$ cat src/rtl/lfis_pkg.sv
package lfis_pkg;
  localparam logic [6:0] LFIS_SLAVE_ADDR = 7'h37;
  localparam int LFIS_REG_COUNT = 4;
  localparam logic [7:0] LFIS_CTRL_INDEX = 8'h02;
  localparam logic [7:0] LFIS_CTRL_RESET = 8'h10;
  localparam logic [7:0] LFIS_REG_RESET = 8'h00;
  localparam int LFIS_TIMEOUT_BIT = 4;
  localparam int LFIS_RESERVED_BIT = 5;
  localparam logic [7:0] LFIS_CODE_MASK = 8'hcf;
  localparam int LFIS_CLK_HZ = 125000000;
  localparam int LFIS_TIMEOUT_MS = 1000;
  localparam int LFIS_TIMEOUT_CYCLES = LFIS_CLK_HZ / 1000 * LFIS_TIMEOUT_MS;

  typedef struct packed {
    logic startSeen;
    logic stopSeen;
    logic sclRise;
    logic sclFall;
    logic sdaLevel;
  } lfis_bus_event_type;

  typedef struct packed {
    logic valid;
    logic [1:0] index;
    logic [7:0] data;
  } lfis_write_type;
endpackage

$ cat src/rtl/lfis_slave.sv
// What this block does
// - slave with four eight-bit registers
// - decode seven-bit addresses only
// - works at 100 and 400 kbit/s
// - slave address 0110111, bytes 6E/6F
// - write: address, index, data, stop
// - one index and one data byte
// - combined read returns indexed byte
// - index kept across stop and traffic
// - index never auto-increments
// - start, stop and repeated start framing
// - control index 2: current, timeout, reserved
// - timeout switches flash off after 1s
// - rearm by enable low or code rewrite
`timescale 1ns/1ps
`default_nettype none
module lfis_slave
  import lfis_pkg::*;
#(
  parameter int TIMEOUT_CYCLES = LFIS_TIMEOUT_CYCLES
) (
  input wire logic sys_clk, // system clock
  input wire logic reset, // async reset, high
  input wire logic sclIn, // bus clock pin
  input wire logic sdaIn, // bus data pin level
  output logic sdaOut, // data pin drive value, always low
  output logic sdaOe, // data pin driven low while high
  input wire logic flash_enable_pin, // external flash trigger
  output logic [7:0] led_sink_current, // active current code
  output logic ledOn, // current sink enabled
  output logic flash_timeout_enable, // timeout bit of control
  output logic timedOut // safety timeout latched
);
  typedef enum logic [5:0] {
    ST_IDLE = 6'b000001,
    ST_ADDR = 6'b000010,
    ST_INDEX = 6'b000100,
    ST_DATA = 6'b001000,
    ST_READ = 6'b010000,
    ST_IGNORE = 6'b100000
  } lfis_state_type;

  typedef struct packed {
    lfis_state_type fsm;
    logic [7:0] shift;
    logic [3:0] bitCount;
    logic ackPhase;
    logic drive;
    logic [1:0] index;
    logic [LFIS_REG_COUNT-1:0][7:0] regs;
    logic [1:0] enPin;
    logic enPrev;
    logic rearm;
  } lfis_slave_type;

  lfis_slave_type state_r;
  lfis_slave_type state_nxt;
  lfis_bus_event_type busEvent;
  logic expired;
  logic [7:0] ctrl;
  logic armed;

  lfis_bus_sampler u_sampler (
    .sys_clk(sys_clk),
    .reset(reset),
    .sclIn(sclIn),
    .sdaIn(sdaIn),
    .busEvent(busEvent)
  );

  assign ctrl = state_r.regs[LFIS_CTRL_INDEX[1:0]];
  assign armed = (ctrl & LFIS_CODE_MASK) != 8'h00;

  lfis_flash_timer #(.TIMEOUT_CYCLES(TIMEOUT_CYCLES)) u_timer (
    .sys_clk(sys_clk),
    .reset(reset),
    .run(armed && ctrl[LFIS_TIMEOUT_BIT] && state_r.enPin[1]),
    .rearm(state_r.rearm),
    .expired(expired)
  );

  always_comb begin
    state_nxt = state_r;
    state_nxt.rearm = 1'b0;
    state_nxt.enPin = {state_r.enPin[0], flash_enable_pin};
    state_nxt.enPrev = state_r.enPin[1];
    if (state_r.enPrev && !state_r.enPin[1]) begin
      state_nxt.rearm = 1'b1;
    end
    if (busEvent.stopSeen) begin
      state_nxt.fsm = ST_IDLE;
      state_nxt.drive = 1'b0;
    end else if (busEvent.startSeen) begin
      // repeated start also lands here; index survives it
      state_nxt.fsm = ST_ADDR;
      state_nxt.bitCount = 4'h0;
      state_nxt.ackPhase = 1'b0;
      state_nxt.drive = 1'b0;
    end else if (busEvent.sclRise) begin
      if (!state_r.ackPhase && state_r.fsm != ST_READ &&
          state_r.fsm != ST_IDLE && state_r.fsm != ST_IGNORE) begin
        state_nxt.shift = {state_r.shift[6:0], busEvent.sdaLevel};
        state_nxt.bitCount = state_r.bitCount + 4'h1;
      end else if (state_r.ackPhase && state_r.fsm == ST_READ) begin
        // master nack ends the read; an ack gets the indexed byte again
        if (busEvent.sdaLevel) begin
          state_nxt.fsm = ST_IGNORE;
        end
      end
    end else if (busEvent.sclFall) begin
      if (state_r.ackPhase) begin
        state_nxt.ackPhase = 1'b0;
        state_nxt.drive = 1'b0;
        state_nxt.bitCount = 4'h0;
        if (state_r.fsm == ST_READ) begin
          state_nxt.shift = state_r.regs[state_r.index];
          state_nxt.drive = ~state_nxt.shift[7];
          state_nxt.ackPhase = 1'b0;
          state_nxt.bitCount = 4'h1;
        end
      end else if (state_r.fsm == ST_READ) begin
        if (state_r.bitCount == 4'h8) begin
          state_nxt.drive = 1'b0;
          state_nxt.ackPhase = 1'b1;
        end else begin
          state_nxt.shift = {state_r.shift[6:0], 1'b0};
          state_nxt.drive = ~state_r.shift[6];
          state_nxt.bitCount = state_r.bitCount + 4'h1;
        end
      end else if (state_r.bitCount == 4'h8) begin
        case (state_r.fsm)
          ST_ADDR: begin
            if (state_r.shift[7:1] == LFIS_SLAVE_ADDR) begin
              state_nxt.drive = 1'b1;
              state_nxt.ackPhase = 1'b1;
              state_nxt.fsm = state_r.shift[0] ? ST_READ : ST_INDEX;
            end else begin
              state_nxt.fsm = ST_IGNORE;
            end
          end
          ST_INDEX: begin
            state_nxt.index = state_r.shift[1:0];
            state_nxt.drive = 1'b1;
            state_nxt.ackPhase = 1'b1;
            state_nxt.fsm = ST_DATA;
          end
          ST_DATA: begin
            state_nxt.regs[state_r.index] = state_r.shift;
            state_nxt.drive = 1'b1;
            state_nxt.ackPhase = 1'b1;
            // further bytes get no ack until a new start
            state_nxt.fsm = ST_IGNORE;
            if (state_r.index == LFIS_CTRL_INDEX[1:0]) begin
              state_nxt.rearm = 1'b1;
            end
          end
          default: begin
            state_nxt.fsm = ST_IGNORE;
          end
        endcase
      end
    end else if (state_r.ackPhase && state_r.fsm == ST_IGNORE &&
                 !busEvent.sclRise) begin
      state_nxt.drive = state_r.drive;
    end
    // ack after the data byte must still be released on the next fall
    if (busEvent.sclFall && state_r.ackPhase && state_r.fsm == ST_IGNORE) begin
      state_nxt.drive = 1'b0;
      state_nxt.ackPhase = 1'b0;
    end
  end

  always_ff @(posedge sys_clk or posedge reset) begin
    if (reset) begin
      state_r.fsm <= ST_IDLE;
      state_r.shift <= 8'h00;
      state_r.bitCount <= 4'h0;
      state_r.ackPhase <= 1'b0;
      state_r.drive <= 1'b0;
      state_r.index <= 2'h0;
      state_r.regs <= {LFIS_REG_RESET, LFIS_CTRL_RESET, LFIS_REG_RESET,
                       LFIS_REG_RESET};
      state_r.enPin <= 2'h0;
      state_r.enPrev <= 1'b0;
      state_r.rearm <= 1'b0;
    end else begin
      state_r <= state_nxt;
    end
  end

  // the sampler delay of a few system cycles is far below a fast-mode
  // hold time, so data changes still land inside the clock low phase
  assign sdaOut = 1'b0;
  assign sdaOe = state_r.drive;
  assign led_sink_current = ctrl & LFIS_CODE_MASK;
  assign ledOn = armed && state_r.enPin[1] && !expired;
  assign flash_timeout_enable = ctrl[LFIS_TIMEOUT_BIT];
  assign timedOut = expired;
endmodule // lfis_slave
`default_nettype wire

$ cat src/rtl/lfis_bus_sampler.sv
`timescale 1ns/1ps
`default_nettype none
module lfis_bus_sampler
  import lfis_pkg::*;
(
  input wire logic sys_clk, // system clock
  input wire logic reset, // async reset, high
  input wire logic sclIn, // bus clock pin
  input wire logic sdaIn, // bus data pin
  output lfis_bus_event_type busEvent // decoded bus events
);
  typedef struct packed {
    logic [1:0] sclSync;
    logic [1:0] sdaSync;
    logic sclOld;
    logic sdaOld;
  } lfis_sampler_type;

  lfis_sampler_type state_r;
  lfis_sampler_type state_nxt;

  always_comb begin
    state_nxt = state_r;
    state_nxt.sclSync = {state_r.sclSync[0], sclIn};
    state_nxt.sdaSync = {state_r.sdaSync[0], sdaIn};
    state_nxt.sclOld = state_r.sclSync[1];
    state_nxt.sdaOld = state_r.sdaSync[1];
  end

  always_ff @(posedge sys_clk or posedge reset) begin
    if (reset) begin
      state_r <= '{sclSync: 2'h3, sdaSync: 2'h3, sclOld: 1'b1, sdaOld: 1'b1};
    end else begin
      state_r <= state_nxt;
    end
  end

  // start and stop are data edges while the clock stays high
  assign busEvent.startSeen = state_r.sclSync[1] & state_r.sclOld &
                              state_r.sdaOld & ~state_r.sdaSync[1];
  assign busEvent.stopSeen = state_r.sclSync[1] & state_r.sclOld &
                             ~state_r.sdaOld & state_r.sdaSync[1];
  assign busEvent.sclRise = state_r.sclSync[1] & ~state_r.sclOld;
  assign busEvent.sclFall = ~state_r.sclSync[1] & state_r.sclOld;
  assign busEvent.sdaLevel = state_r.sdaSync[1];
endmodule // lfis_bus_sampler
`default_nettype wire

$ cat src/rtl/lfis_flash_timer.sv
`timescale 1ns/1ps
`default_nettype none
module lfis_flash_timer
  import lfis_pkg::*;
#(
  parameter int TIMEOUT_CYCLES = LFIS_TIMEOUT_CYCLES
) (
  input wire logic sys_clk, // system clock
  input wire logic reset, // async reset, high
  input wire logic run, // led requested on with timeout armed
  input wire logic rearm, // clear the expired latch
  output logic expired // safety timeout reached
);
  typedef struct packed {
    logic [27:0] count;
    logic expired;
  } lfis_timer_type;

  lfis_timer_type state_r;
  lfis_timer_type state_nxt;

  always_comb begin
    state_nxt = state_r;
    if (rearm) begin
      state_nxt.count = 28'h0;
      state_nxt.expired = 1'b0;
    end else if (run && !state_r.expired) begin
      if (state_r.count == 28'(TIMEOUT_CYCLES - 1)) begin
        state_nxt.expired = 1'b1;
      end else begin
        state_nxt.count = state_r.count + 28'h1;
      end
    end else if (!run) begin
      state_nxt.count = 28'h0;
    end
    // an expiry landing in the same cycle as a rearm still latches
    if (run && !state_r.expired &&
        state_r.count == 28'(TIMEOUT_CYCLES - 1)) begin
      state_nxt.expired = 1'b1;
    end
  end

  always_ff @(posedge sys_clk or posedge reset) begin
    if (reset) begin
      state_r <= '{count: 28'h0, expired: 1'b0};
    end else begin
      state_r <= state_nxt;
    end
  end

  assign expired = state_r.expired;
endmodule // lfis_flash_timer
`default_nettype wire

$ cat config.mk
export PLATFORM = sky130hd
export DESIGN_NAME = lfis_slave
export DESIGN_NICKNAME = d
export VERILOG_FILES = /design/src/rtl/lfis_pkg.sv /design/src/rtl/lfis_slave.sv /design/src/rtl/lfis_bus_sampler.sv /design/src/rtl/lfis_flash_timer.sv
export SDC_FILE = /design/constraint.sdc
export NUM_CORES = 1
export LEC_CHECK = 0
export ABC_AREA = 1
export BUFFER_PORTS_ARGS = -buffer_cell sky130_fd_sc_hd__buf_4
export CORE_UTILIZATION = 45
export CTS_CLUSTER_SIZE = 28
export DETAILED_ROUTE_END_ITERATION = 6
export GPL_TIMING_DRIVEN = 0
export SYNTH_ARGS = -nofsm -noshare
export SYNTH_HDL_FRONTEND = slang
export SYNTH_SLANG_ARGS = --single-unit
$ cat constraint.sdc
create_clock -name sys_clk -period 3.3 [get_ports sys_clk]
set_input_delay 0.33 -clock sys_clk [delete_from_list [all_inputs] [get_ports sys_clk]]
set_output_delay 0.33 -clock sys_clk [all_outputs]
set_load 0.1 [all_outputs]
# [After elaboration in Yosys (flattened, before gate mapping)]
# Index checks and enable logic that the tools add are counted.
[word_totals] latch_bits=0 output_inout_bits=13 mem_bits_ro=0 mem_bits_rw=0 register_bits=93 mem_count=0
[classes] n_mux=65 bitwise_logic=18 div=0 eq_ne=29 multipliers=0 shift=0 n_reduce_logical=40 order_cmp=2 add_sub_neg=2
[ops] op="two-way mux 36 bit" count=8
[ops] op="two-way mux 34 bit" count=3
[ops] op="two-way mux 28 bit" count=3
[ops] op="two-way mux 6 bit" count=10
[ops] op="two-way mux 14 bit" count=4
[ops] op="two-way mux 12 bit" count=3
[ops] op="bitwise mux 32 bit" count=1
[ops] op="two-way mux 32 bit" count=1
[ops] op="two-way mux 29 bit" count=1
[ops] op="adder 28 x 1 -> 28 bit, second input constant" count=1
[ops] op="equality test 28 x 27 -> 1 bit, second input constant" count=1
[ops] op="inequality test 7 x 2 -> 1 bit, second input constant" count=3
[ops] op="two-way mux 19 bit" count=1
[ops] op="two-way mux 1 bit" count=18
[ops] op="two-way mux 18 bit" count=1
[ops] op="binary-select mux 8 bit (select 2 bit)" count=1
[ops] op="demux 8 bit (select 2 bit)" count=1
[ops] op="two-way mux 8 bit" count=2
[ops] op="inequality test 4 x 1 -> 1 bit, second input constant" count=4
[ops] op="AND reduction 8 bit" count=2
[ops] op="nonzero test 4 bit" count=4
[ops] op="logical AND 1 bit" count=14
[ops] op="case mux 6 bit (2 select lines)" count=1
[ops] op="nonzero test 3 bit" count=4
[ops] op="other kinds (37)" count=64

# [Depth between registers and ports, before layout]
[depth] ltp_word=22 depth_mapped=12 depth_no_buf=12

# [Hierarchy]
# Synthesis repeated with hierarchy kept, for this count alone.
[unflattened] hier_cells=836 hier_area_um2=6013.3
[modules_own_cells] mod="lfis_slave" seq_area_each_um2=1453.9 cells_each=479 n_inst=1 area_per_inst_um2=3693.5
[modules_own_cells] mod="lfis_flash_timer" seq_area_each_um2=725.7 cells_each=338 n_inst=1 area_per_inst_um2=2109.5
[modules_own_cells] mod="lfis_bus_sampler" seq_area_each_um2=157.7 cells_each=19 n_inst=1 area_per_inst_um2=210.2

# [Worst setup path after synthesis]
# OpenSTA, ideal clock, no wires.
[synth_timing] path_type="register to output" startpoint="reg u_timer.state_r, in the netlist u_timer.expired" endpoint="out ledOn" path_slack_ps=793 required_ps=2970 path_stages_with_launch=2 arrival_time_ps=2177 path_cell_list="dfrtp_1 nor2_1"
[synth_between] elab_chain_len=2
[synth_lines] item="start: declaration" line_no="lfis_flash_timer.sv:19" rtl="lfis_timer_type state_r;"
[synth_lines] item="start signal: assignment" line_no="lfis_flash_timer.sv:45" rtl="state_r <= '{count: 28'h0, expired: 1'b0};"
[synth_lines] item="start signal: assignment" line_no="lfis_flash_timer.sv:47" rtl="state_r <= state_nxt;"
[synth_lines] item="logical NOT 1 bit" line_no="lfis_slave.sv:196" rtl="assign ledOn = armed && state_r.enPin[1] && !expired;"
[synth_lines] item="logical AND 1 bit" line_no="lfis_slave.sv:196"
[synth_lines] item="end: declaration" line_no="lfis_slave.sv:30" rtl="output logic ledOn,"
# Every way passes these cells.

# [Worst setup path after layout]
[layout_timing] startpoint="reg u_sampler.state_r[1] (netlist bit)" endpoint="reg state_r, in the netlist ctrl[3]"
[layout_between] elab_chain_len=5 word_cells_on_any_way=14 classes_between="2 x eq/ne; 11 x bitwise; 1 x reduce/logical"
[layout_lines] item="start: declaration" line_no="lfis_bus_sampler.sv:19" rtl="lfis_sampler_type state_r;"
[layout_lines] item="start signal: assignment" line_no="lfis_bus_sampler.sv:32" rtl="state_r <= '{sclSync: 2'h3, sdaSync: 2'h3, sclOld: 1'b1, sdaOld: 1'b1};"
[layout_lines] item="start signal: assignment" line_no="lfis_bus_sampler.sv:34" rtl="state_r <= state_nxt;"
[layout_lines] item="AND 1 bit" line_no="lfis_bus_sampler.sv:39, lfis_bus_sampler.sv:41"
[layout_lines] item="AND 1 bit (on tied branches)" line_no="lfis_bus_sampler.sv:41, lfis_bus_sampler.sv:39"
[layout_lines] item="AND 1 bit (on tied branches)" line_no="lfis_bus_sampler.sv:42, lfis_bus_sampler.sv:40"
[layout_lines] item="inequality test 7 x 2 -> 1 bit (no line) / inverter 1 bit (equally long branches)"
[layout_lines] item="AND reduction 8 bit (no line) (*)"
[layout_lines] item="end signal: assignment" line_no="lfis_slave.sv:187" rtl="state_r <= state_nxt;"
[layout_lines] item="end: declaration" line_no="lfis_slave.sv:56" rtl="lfis_slave_type state_r;"
# Mark *: on every way between the ends. The rest lies on a longest branch, timed or not.
# A chain may end at the register's enable or synchronous reset.

==> impl_metrics.toml <==
[setup_path]
critical_path_class = "flop to flop"
startpoint_type = "flop"
cp_max_fo = 8
crit_path_end_kind = "flop"
timing.rr.end = "ctrl[3]"
r2r_cells = 10
critPathMaxStageDelay_ps = 540
r2r_setup_slack_ps = 1090
cp_top_family = "simple AND/OR/NAND/NOR gates"
cp_cell_sequence = "inv_1 > ha_1 > inv_2 > nand2_4 > nor3_4 > nand3_2 > nand4_2 > nand2_1 > nand2_1 > inv_1"
crit_buf_inv = 3
arrival_ps = 2460
required_ps = 3550
r2r_start = "u_sampler.state_r[1]"
cpMaxStageDelayCell = "dfstp_2"

[route]
drt_pre_antenna_iters = 7
viasPerCell = 5.125
drc = 0
routed_wl_mm = 15.37
postRouteAntennaNets = 0
wire_per_inst_um = 14.35
drtIter0Drc = 357
route.vias.total = 5489

[grt]
grt_pass1_wl_mm = 25.12
grt-ovfl-total = 0
grt_usage_pct = 24.21
grt_max_degree = 60
antenna_found_initial = 0
grt_pass1_vias = 4882

[timing]
rsz0062_at_grt = "no"
tightest_slew_ps = 601.5
fmax_mhz = 452.5
skew_ps = 10.12
setup_viol = 0
slew_violations = 0
finalHoldViolations = 0
post-route-period-util_pct = 66.97
min_period_ps = 2210
worst_slack_ps = 1090
maxSlewHeadroom_pct = 59.47

[clock_tree]
clk_path_buf_depth = 2
hold_buffers = 0
cts_tree = "yes"
clkTransAtPathRegs_ps = 70
clock_latency_ps = 350
cts_resized = 0
cts_sinks = 93
cts_setup_buffers = 0
h-tree-depth = 3
cts_root_buffer = "clkbuf_16"
cts_buffers = 9

[job]
drv_cap = 0

[die]
die_h_um = 117.1
row_count = 41
die_width_um = 117.1
dieArea_um2 = 13720
start_util_pct = 46.69
ioPinCount = 18
core_um2 = 12770

[finish]
area_delta_synth_final_pct = 11.26
final_cell_mix = "nand2_1, inv_1, nor2_1"
multiInputGateArea_um2 = 2974
nFillCells = 1307
ff_latch_area_um2 = 2337
diodes = 0
final_nets = 905
postLayoutCoreUtil_pct = 51.95
drive_above_1_share_pct = 11.79
final_cell_area_um2 = 6636
final_common_cell = "nand2_1"

[logic_synthesis]
ys.flop_type = "dfrtp_1"
synth.cell_area_um2 = 5964
synth_edf_count = 0
yosysWarnings = 0
ys_ff_latch = 93
synth.distinct_cells = 37
synth-async-reset-ratio_pct = 100.0
yosysSeqAreaShare_pct = 39.19
synth_area_per_cell_um2 = 6.887
synthCells = 866

[place]
pre_cts_ws_ps = 1093
port_buffers = 14
post_dp_cell_area_um2 = 6322
place.gp.congestion = 0.9509
dp_hpwl_mm = 11.36

[status]
status = "complete, no violations"

[pwr]
ir_drop_mv = 0.3108
p_per_area_nw_per_um2 = 421.6
total_power_uw = 2798
leakage_uw = 0.003503

[min_path]
min_path_type = "input port to async pin"
-- Yosys cell counts (7+ instances only) --
cell     count  area [um^2]
inv_1      122        457.9
nor3_1       7        35.03
nor2_2      10        62.56
buf_6        7        78.83
buf_4       10        75.07
nand3_1     74        370.4
nand4_1     27        168.9
dfstp_2      8        210.2
o21ai_1      8        40.04
xor2_1       9        78.83
o21ai_0     22        110.1
nand2_1    318         1194
nor2_1      96        360.4
dfrtp_1     85         2127
a21oi_1      7        35.03
-- per-layer routing --
| layer | track usage, % | vias to the layer above | part of all wire (%) |
|---|---|---|---|
| met3 | 3.296 | 16 | 5.6 |
| met5 | 0 | - | 0 |
| met4 | 7.426 | 0 | 1.3 |
| li1 | - | 2729 | - |
| met1 | 37.08 | 2597 | 50 |
| met2 | 35.19 | 147 | 43 |
-- report_power, final --
| part | internal, uW | switching, uW |
|---|---|---|
| sequential | 1200 | 69.3 |
| combinational | 119 | 305 |
| clock | 650 | 451 |
-- through the flow --
step           hold slack [ps]  setup TNS (ps)  std cells
5_1_grt                  47.20               0       1071
4_1_cts                  17.79               0       1071
3_3_place_gp             345.7          -56260       1054
3_5_place_dp             348.5               0       1055
6_report                 10.62               0       1071
2_1_floorplan            331.2               0        868
-- cells by family after synthesis --
family	after synthesis	synth area share (%)
AND/OR/NAND/NOR	560	42.50
buffers and inverters	151	11.08
flip-flops	93	39.19
AO/OA/AOI/OAI	43	4.154
XOR/XNOR	12	1.762
adder cells (fa/ha/maj)	6	1.259
other	1	0.06287
-- worst max-delay path by stage --
| stage | start | endpoint | slack [ps] | cells past startpoint |
|---|---|---|---|---|
| floorplan | reset | ctrl[0] | 560 | 1 |
| finish | u_sampler.state_r[1] | ctrl[3] | 1090 | 10 |
| global route | u_sampler.state_r[1] | state_r[34] | 930 | 11 |
| detailed placement | u_sampler.state_r[1] | ctrl[3] | 1090 | 10 |
| CTS | u_sampler.state_r[1] | ctrl[3] | 1090 | 10 |
| global placement | reset | u_timer.state_r[25] | -670 | 2 |
-- worst reg2reg max path, cell delays in order, from the launching register on --
cell and delay (ps):
dfstp_2 540, inv_1 40, ha_1 270, inv_2 170, nand2_4 80, nor3_4 270
nand3_2 260, nand4_2 300, nand2_1 80, nand2_1 60, inv_1 40
-- layout make-up --
type,instances,area share [%]
Sequential cell,93,35.22
Clock buffer,13,4.072
Tap cell,172,3.243
Timing Repair Buffer,15,1.998
Inverter,129,7.334
Multi-Input combinational cell,624,44.82
Buffer,22,2.658
Clock inverter,3,0.6599
-- flip-flops by register name, indices dropped and copies added, names as in the netlist --
register             cells
u_timer.state_r         28
u_timer.expired          1
ctrl                     8
state_r                 47
u_sampler.busEvent       1
sdaOe                    1
state_nxt                2
u_sampler.state_nxt      3
u_sampler.state_r        2
Note: power is estimated with default switching activity, not from simulation.
